**src/core/apmc_pkg.sv**
```systemverilog
// Package: constants and types for the converter power mode and output coding block
package apmc_pkg;
   // ****************************************
   // Widths and codes
   // ****************************************
   localparam int APMC_RES_W = 12;
   localparam int APMC_CODES = 4096;
   localparam logic [APMC_RES_W-1:0] APMC_MSB_FLIP = 12'h800;
   localparam logic [APMC_RES_W-1:0] APMC_ZERO = 12'h000;
   localparam logic [1:0] APMC_PM_SLEEP = 2'h0;
   localparam logic [1:0] APMC_PM_FULL_BETWEEN = 2'h1;
   localparam logic [1:0] APMC_PM_FULL_DOWN = 2'h2;
   localparam logic [1:0] APMC_PM_PART_BETWEEN = 2'h3;

   // ****************************************
   // Timing
   // ****************************************
   localparam int APMC_CLK_PERIOD_NS = 10;
   localparam int APMC_WAKE_US = 5;
   localparam int APMC_WAKE_CYC = (APMC_WAKE_US * 1000 + APMC_CLK_PERIOD_NS - 1)
      / APMC_CLK_PERIOD_NS;
   localparam int APMC_CNT_W = 13;

   // ****************************************
   // Types
   // ****************************************
   typedef enum logic [1:0] {
      APMC_MODE_UP,
      APMC_MODE_FULL_BETWEEN,
      APMC_MODE_FULL_DOWN,
      APMC_MODE_PART_BETWEEN
   } apmc_mode_e;

   typedef struct packed {
      logic power_mode_bit_hi;
      logic power_mode_bit_lo;
   } apmc_ctrl_s;

   typedef struct packed {
      logic core_on;
      logic ref_on;
      logic ready;
   } apmc_pwr_s;

   typedef logic [APMC_CNT_W-1:0] apmc_cnt_t;
endpackage

```
**src/core/apmc_coder.sv**
```systemverilog
// Output code formatter: straight binary or two's complement
`timescale 1ns/10ps
module apmc_coder (
   input wire logic clk,
   input wire logic sys_rst,
   input wire logic bipolar,
   input wire logic raw_valid,
   input wire logic [apmc_pkg::APMC_RES_W-1:0] raw_code,
   output logic [apmc_pkg::APMC_RES_W-1:0] result,
   output logic result_valid
);
   import apmc_pkg::*;

   // Raw code is offset binary over the full span, one step is full scale / 4096
   always_ff @(posedge clk) begin
      if (sys_rst) begin
         result <= APMC_ZERO;
      end else if (raw_valid) begin
         if (bipolar) begin
            result <= raw_code ^ APMC_MSB_FLIP;
         end else begin
            result <= raw_code;
         end
      end
   end

   always_ff @(posedge clk) begin
      if (sys_rst) begin
         result_valid <= 1'b0;
      end else begin
         result_valid <= raw_valid;
      end
   end

   coding_bip_a:
      assert property (@(posedge clk) disable iff (sys_rst)
      raw_valid && bipolar |=> result == ($past(raw_code) ^ APMC_MSB_FLIP))
      else $error("bipolar code not two's complement");
   coding_uni_a:
      assert property (@(posedge clk) disable iff (sys_rst)
      raw_valid && !bipolar |=> result == $past(raw_code))
      else $error("unipolar code not straight binary");
endmodule // apmc_coder

```
**src/core/apmc_top.sv**
```systemverilog
// Power mode decode, power sequencing and result coding for the converter
`timescale 1ns/10ps
module apmc_top (
   input wire logic clk,
   input wire logic sys_rst,
   input wire apmc_pkg::apmc_ctrl_s ctrl,
   input wire logic sleep_pin,
   input wire logic conversion_start_pulse_n,
   input wire logic busy,
   input wire logic calibrating,
   input wire logic bipolar,
   input wire logic raw_valid,
   input wire logic [apmc_pkg::APMC_RES_W-1:0] raw_code,
   output apmc_pkg::apmc_mode_e mode,
   output apmc_pkg::apmc_pwr_s pwr,
   output logic [apmc_pkg::APMC_RES_W-1:0] result,
   output logic result_valid
);
   import apmc_pkg::*;

   // ****************************************
   // Pin synchronisers
   // ****************************************
   logic sleep_meta;
   logic sleep_sync;
   logic start_meta;
   logic start_sync;
   logic start_prev;
   logic start_fall;

   always_ff @(posedge clk) begin
      if (sys_rst) begin
         sleep_meta <= 1'b1;
         sleep_sync <= 1'b1;
      end else begin
         sleep_meta <= sleep_pin;
         sleep_sync <= sleep_meta;
      end
   end

   always_ff @(posedge clk) begin
      if (sys_rst) begin
         start_meta <= 1'b1;
         start_sync <= 1'b1;
         start_prev <= 1'b1;
      end else begin
         start_meta <= conversion_start_pulse_n;
         start_sync <= start_meta;
         start_prev <= start_sync;
      end
   end

   assign start_fall = start_prev && !start_sync;

   logic busy_prev;
   logic busy_fall;

   always_ff @(posedge clk) begin
      if (sys_rst) begin
         busy_prev <= 1'b0;
      end else begin
         busy_prev <= busy;
      end
   end

   assign busy_fall = busy_prev && !busy;

   // ****************************************
   // Mode decode
   // ****************************************
   // Decoding is a pure function so the sequencer and checks agree
   function automatic apmc_mode_e decode_mode(input apmc_ctrl_s c, input logic slp);
      unique case ({c.power_mode_bit_hi, c.power_mode_bit_lo})
         APMC_PM_SLEEP: decode_mode = slp ? APMC_MODE_UP : APMC_MODE_FULL_BETWEEN;
         APMC_PM_FULL_BETWEEN: decode_mode = APMC_MODE_FULL_BETWEEN;
         APMC_PM_FULL_DOWN: decode_mode = APMC_MODE_FULL_DOWN;
         APMC_PM_PART_BETWEEN: decode_mode = APMC_MODE_PART_BETWEEN;
      endcase
   endfunction

   apmc_mode_e next_mode;

   // Calibration masks the sleep pin in decode; software-selected modes still decode, but the sequencer holds APMC_ST_ON while calibrating
   always_comb begin
      next_mode = decode_mode(ctrl, sleep_sync || calibrating);
   end

   always_ff @(posedge clk) begin
      if (sys_rst) begin
         mode <= APMC_MODE_UP;
      end else begin
         mode <= next_mode;
      end
   end

   // ****************************************
   // Power sequencer
   // ****************************************
   typedef enum logic [1:0] {
      APMC_ST_ON,
      APMC_ST_DOWN,
      APMC_ST_WAKE
   } apmc_state_e;

   apmc_state_e state;
   apmc_cnt_t wake_cnt;
   logic between;

   assign between = (mode == APMC_MODE_FULL_BETWEEN) || (mode == APMC_MODE_PART_BETWEEN);

   always_ff @(posedge clk) begin
      if (sys_rst) begin
         state <= APMC_ST_ON;
      end else begin
         unique case (state)
            APMC_ST_ON: begin
               if (mode == APMC_MODE_FULL_DOWN && !calibrating) begin
                  state <= APMC_ST_DOWN;
               end else if (between && busy_fall && !calibrating) begin
                  state <= APMC_ST_DOWN;
               end
            end
            APMC_ST_DOWN: begin
               if (mode == APMC_MODE_UP) begin
                  state <= APMC_ST_WAKE;
               end else if (between && start_fall) begin
                  state <= APMC_ST_WAKE;
               end
            end
            APMC_ST_WAKE: begin
               if (mode == APMC_MODE_FULL_DOWN) begin
                  state <= APMC_ST_DOWN;
               end else if (wake_cnt == apmc_cnt_t'(APMC_WAKE_CYC - 1)) begin
                  state <= APMC_ST_ON;
               end
            end
            // Two state bits carry one unused code; fall back to powered
            default: begin
               state <= APMC_ST_ON;
            end
         endcase
      end
   end

   always_ff @(posedge clk) begin
      if (sys_rst) begin
         wake_cnt <= '0;
      end else if (state == APMC_ST_WAKE) begin
         wake_cnt <= wake_cnt + apmc_cnt_t'(1);
      end else begin
         wake_cnt <= '0;
      end
   end

   // Partial modes keep the reference up so wake-up is not slowed by recharge
   logic next_ref_on;

   always_comb begin
      next_ref_on = 1'b1;
      if (state == APMC_ST_DOWN && mode != APMC_MODE_PART_BETWEEN) begin
         next_ref_on = 1'b0;
      end
   end

   always_ff @(posedge clk) begin
      if (sys_rst) begin
         pwr <= '{core_on: 1'b1, ref_on: 1'b1, ready: 1'b1};
      end else begin
         pwr.core_on <= (state != APMC_ST_DOWN);
         pwr.ref_on <= next_ref_on;
         pwr.ready <= (state == APMC_ST_ON);
      end
   end

   // ****************************************
   // Result coding
   // ****************************************
   apmc_coder u_coder (
      .clk(clk),
      .sys_rst(sys_rst),
      .bipolar(bipolar),
      .raw_valid(raw_valid),
      .raw_code(raw_code),
      .result(result),
      .result_valid(result_valid)
   );

   // ****************************************
   // Checks
   // ****************************************
   mode_follow_a:
      assert property (@(posedge clk) disable iff (sys_rst)
      1'b1 |=> mode == $past(next_mode))
      else $error("mode did not follow controls");
   awake_mode_a:
      assert property (@(posedge clk) disable iff (sys_rst)
      mode == APMC_MODE_UP && $past(mode) == APMC_MODE_UP && state == APMC_ST_ON
      |=> state == APMC_ST_ON)
      else $error("powered down in full power-up mode");
   sleep_low_a:
      assert property (@(posedge clk) disable iff (sys_rst)
      ctrl == APMC_PM_SLEEP && !sleep_sync && !calibrating
      |=> mode == APMC_MODE_FULL_BETWEEN)
      else $error("sleep low did not select full power-down between");
   perm_down_a:
      assert property (@(posedge clk) disable iff (sys_rst)
      ctrl == APMC_PM_FULL_DOWN |=> mode == APMC_MODE_FULL_DOWN)
      else $error("mode bits 10 not permanent power-down");
   full_ref_off_a:
      assert property (@(posedge clk) disable iff (sys_rst)
      state == APMC_ST_DOWN && mode != APMC_MODE_PART_BETWEEN
      |=> !pwr.ref_on && !pwr.core_on)
      else $error("reference on in full power-down");
   part_ref_on_a:
      assert property (@(posedge clk) disable iff (sys_rst)
      state == APMC_ST_DOWN && mode == APMC_MODE_PART_BETWEEN |=> pwr.ref_on && !pwr.core_on)
      else $error("reference off in partial power-down");
   busy_down_a:
      assert property (@(posedge clk) disable iff (sys_rst)
      state == APMC_ST_ON && between && busy_fall && !calibrating |=> state == APMC_ST_DOWN)
      else $error("no power-down at end of conversion");
   wake_time_a:
      assert property (@(posedge clk) disable iff (sys_rst)
      $rose(state == APMC_ST_WAKE) && mode != APMC_MODE_FULL_DOWN
      |-> ##[499:500] state != APMC_ST_WAKE)
      else $error("wake time not 5 us");
   // Upper bound above; this one catches a wake that ends early
   wake_len_a:
      assert property (@(posedge clk) disable iff (sys_rst)
      state == APMC_ST_ON && $past(state) == APMC_ST_WAKE
      |-> $past(state, APMC_WAKE_CYC) == APMC_ST_WAKE)
      else $error("wake shorter than 5 us");
   cal_hold_a:
      assert property (@(posedge clk) disable iff (sys_rst)
      calibrating && state == APMC_ST_ON |=> state == APMC_ST_ON)
      else $error("powered down during calibration");
endmodule // apmc_top

```
**config.mk**
```make
export PLATFORM = sky130hd
export DESIGN_NAME = apmc_top
export DESIGN_NICKNAME = d
export VERILOG_FILES = /design/src/core/apmc_pkg.sv /design/src/core/apmc_coder.sv /design/src/core/apmc_top.sv
export SDC_FILE = /design/constraint.sdc
export NUM_CORES = 1
export LEC_CHECK = 0
export BUFFER_PORTS_ARGS = -buffer_cell sky130_fd_sc_hd__buf_2
export CORE_ASPECT_RATIO = 1.1
export CORE_MARGIN = 1
export CORE_UTILIZATION = 45
export DETAILED_ROUTE_END_ITERATION = 12
export PLACE_DENSITY = 0.76
export SLEW_MARGIN = 20
export SYNTH_ARGS = -nofsm -noshare
export SYNTH_HDL_FRONTEND = slang
export SYNTH_SLANG_ARGS = --single-unit
```
**constraint.sdc**
```tcl
create_clock -name clk -period 1.68 [get_ports clk]
set_input_delay 0.084 -clock clk [delete_from_list [all_inputs] [get_ports clk]]
set_output_delay 0.084 -clock clk [all_outputs]
set_load 0.01 [all_outputs]
```
==> results.txt <==
Maximum clock frequency: 0.607 GHz
Die Y: 61.4 um
Clock skew: 8.47 ps
Static Leak: 0.821 nW
Worst vdd ir: 0.879 mV
CTS max path bufs: 2
Total wire length: 3.05 mm
Place WS: 4.48 ps
Final hold viol count: 0
# H-tree levels: 2
Die X: 56.0 um
Reg-to-Reg Start: wake_cnt[1]
FF+latch count, synth: 39
Final nets: 234
Clk_lat worst skew: 350 ps
Num ports: 40
Max-slew headroom: 0.732
N_diodes: 0
Pre-antenna DRT Iters: 5
IO Port Bufs: 39
Vias in the first global route: 1,165
Final Setup Violations: 0
FILL cells: 248
Clock sinks: 39
Adder-Cell Fraction of Synth Area: 0.00868
Grt ovf: 0
Initial core utilization: 0.473
Multi-input gate area: 643 sq um
Setup WS post-layout: 33.8 ps
Final worst path period share: 0.980
Post-Syn Area per Cell: 9.94 sq um
Sequential-to-total area share from yosys stat: 0.542
Pwr dens: 882 nW/um^2
CTS root buf: clkbuf_4
Most frequent cells in the layout: 39 x buf_2, 37 x dfxtp_1, 18 x nor2_1, 18 x dlygate4sd3_1, 13 x mux2i_1
Clk slew on worst S/H paths: 120 ps
Reg-to-reg slack, setup: 30 ps
First-pass GRT wire length: 4.89 mm
Worst r2r path cells: 4
Share of cells above drive strength 1: 0.297
Area after DPL: 1710 sq um
Largest net degree at the start of global routing: 27
GPL Wtd Cong: 0.778
RSZ-0062 raised after global routing: yes
All-Layer GR Usage: 0.187
Sequential cell area: 788 sq um
Yosys warns: 0
Slew Viols, Final: 0
Final instance area: 1990 sq um
Row count: 21
Critical path data required time: 1930 ps
Critical Path Start Type: register
Worst Path Arrival: 1900 ps
DR vias: 1,246
Mux contribution to synthesized area: 0.0903
Crit path from: wake_cnt[1]
Post-route minimum period: 1650 ps
Simple-Gate Fraction of Synth Area: 0.232
Syn-to-layout area delta: 38.4%
Synthesized area: 1440 sq um
XOR/XNOR Fraction of Synth Area: 0.0243
Antenna-violating nets left: 0
Most common cell after layout, fill and taps aside: buf_2
Initial antenna violation count: 0
Vias per Instance: 5.07
Max-Cap Viols: 0
Synth Area in Compound Gates: 0.0825
Critical path class: register to register
WL/cell: 12.4 um
Worst setup path endpoint: state[1]
Core Region: 3050 sq um
First DRT Iteration DRCs: 25
Post-synthesis net count: 168
HPWL after DPL: 1.96 mm
Worst-Margin Slew: 401 ps
Cells after Synth: 145
Status: finished, final reports clean
CP max FO: 2
Post-route DRC: 0
Synth unique cells: 35
CTS tree: yes
CP endpoint kind: register
Num CTS Buffers: 5
Largest family of logic cells by synthesized area: simple AND/OR/NAND/NOR gates
Die area: 3430 sq um
Hold WC Path Type: input port to register
WHS: 18.5 ps
R2r endpoint: state[1]
==> area by class of cell <==
cell class | count | share of cell area
clock buffer | 5 | 0.0188
clock inverter | 3 | 0.0220
inverter | 3 | 0.00565
multi-input combinational | 98 | 0.322
sequential | 39 | 0.395
tap | 34 | 0.0213
timing repair buffer | 64 | 0.215
==> where the power goes <==
part	total, mW	switching, mW	leakage, nW	internal [mW]
Clock	0.622	0.309	0.0452	0.313
Sequential	0.972	0.0175	0.321	0.955
Combinational	0.164	0.0705	0.455	0.0938
==> metrics by stage <==
step	util	total power [mW]	instances	setup TNS, ps
after detailed placement	0.562	1.12	218	0
final	0.654	1.76	246	0
after floorplan	-	1.06	145	0
after global placement	0.562	1.12	218	0
after CTS	0.649	1.78	244	0
after global routing	0.654	1.84	246	-2.72
==> logic make-up after synthesis <==
family	Yosys count
xor+xnor	4
fa+ha+maj	1
buf+inv	8
compound gates	18
simple gates	62
mux	13
flops	39
==> critical path: stages (launching register included) <==
cell     delay (ps)
dfxtp_4         370
ha_4            120
or4b_1          430
or4_1           410
a32o_1          230
==> synth_stat cells (all sizes together) <==
cell     count  area, sq um
dfxtp       39          781
nor2        18         67.6
mux2i       13          130
nand2        7         26.3
or3          6         37.5
a21oi        5         25.0
clkbuf       5         18.8
or2          5         31.3
nand2b       4         25.0
nand3        4         20.0
o21ai        4         20.0
inv          3         11.3
nand4        3         18.8
nor2b        3         18.8
xnor2        3         26.3
nand3b       2         15.0
nor3b        2         15.0
nor4         2         12.5
or4          2         16.3
a211o        1         8.76
a211oi       1         7.51
a31oi        1         6.26
a32o         1         10.0
and2         1         6.26
ha           1         12.5
nor3         1         5.00
nor4b        1         8.76
o2111ai      1         8.76
o21bai       1         7.51
o311ai       1         8.76
o31ai        1         7.51
o41ai        1         8.76
or4b         1         10.0
xor2         1         8.76
==> registers in the layout (all words and copies together), names as in the netlist, 2 cells and up <==
signal and count:
wake_cnt 13, u_coder.result 12, pwr 3, mode 2, state 2
==> how the worst min path moves through the flow <==
stage / startpoint / endpoint / slack (ps) / depth (start not counted)
after floorplan: sys_rst / busy_prev / 160 / 1
after global placement: sleep_pin / sleep_meta / 270 / 2
after detailed placement: conversion_start_pulse_n / start_meta / 270 / 2
after CTS: raw_code[7] / u_coder.result[7] / 20 / 3
after global routing: raw_code[7] / u_coder.result[7] / 20 / 3
final: raw_code[7] / u_coder.result[7] / 20 / 3
==> layer usage <==
layer  routed length (um)  global-route usage  vias to the layer above  share of wire
met2                 1620               0.347                       35           0.53
met1                 1230               0.198                      564           0.40
met3                  159              0.0693                        5          0.052
met4                   36              0.0732                        0          0.012
li1                     -                   -                      642              -
met5                    0                   0                        -              0
==> what timing repair did <==
item | CTS | global route
hold buffers | 18 | 0
gates resized for setup | 1 | 1
pin swaps | 0 | 0
hold endpoints to repair | 16 | 0
endpoints found under the setup margin | 1 | 1
setup buffers | 0 | 2
No activity file was read; power rests on OpenSTA's default activity.
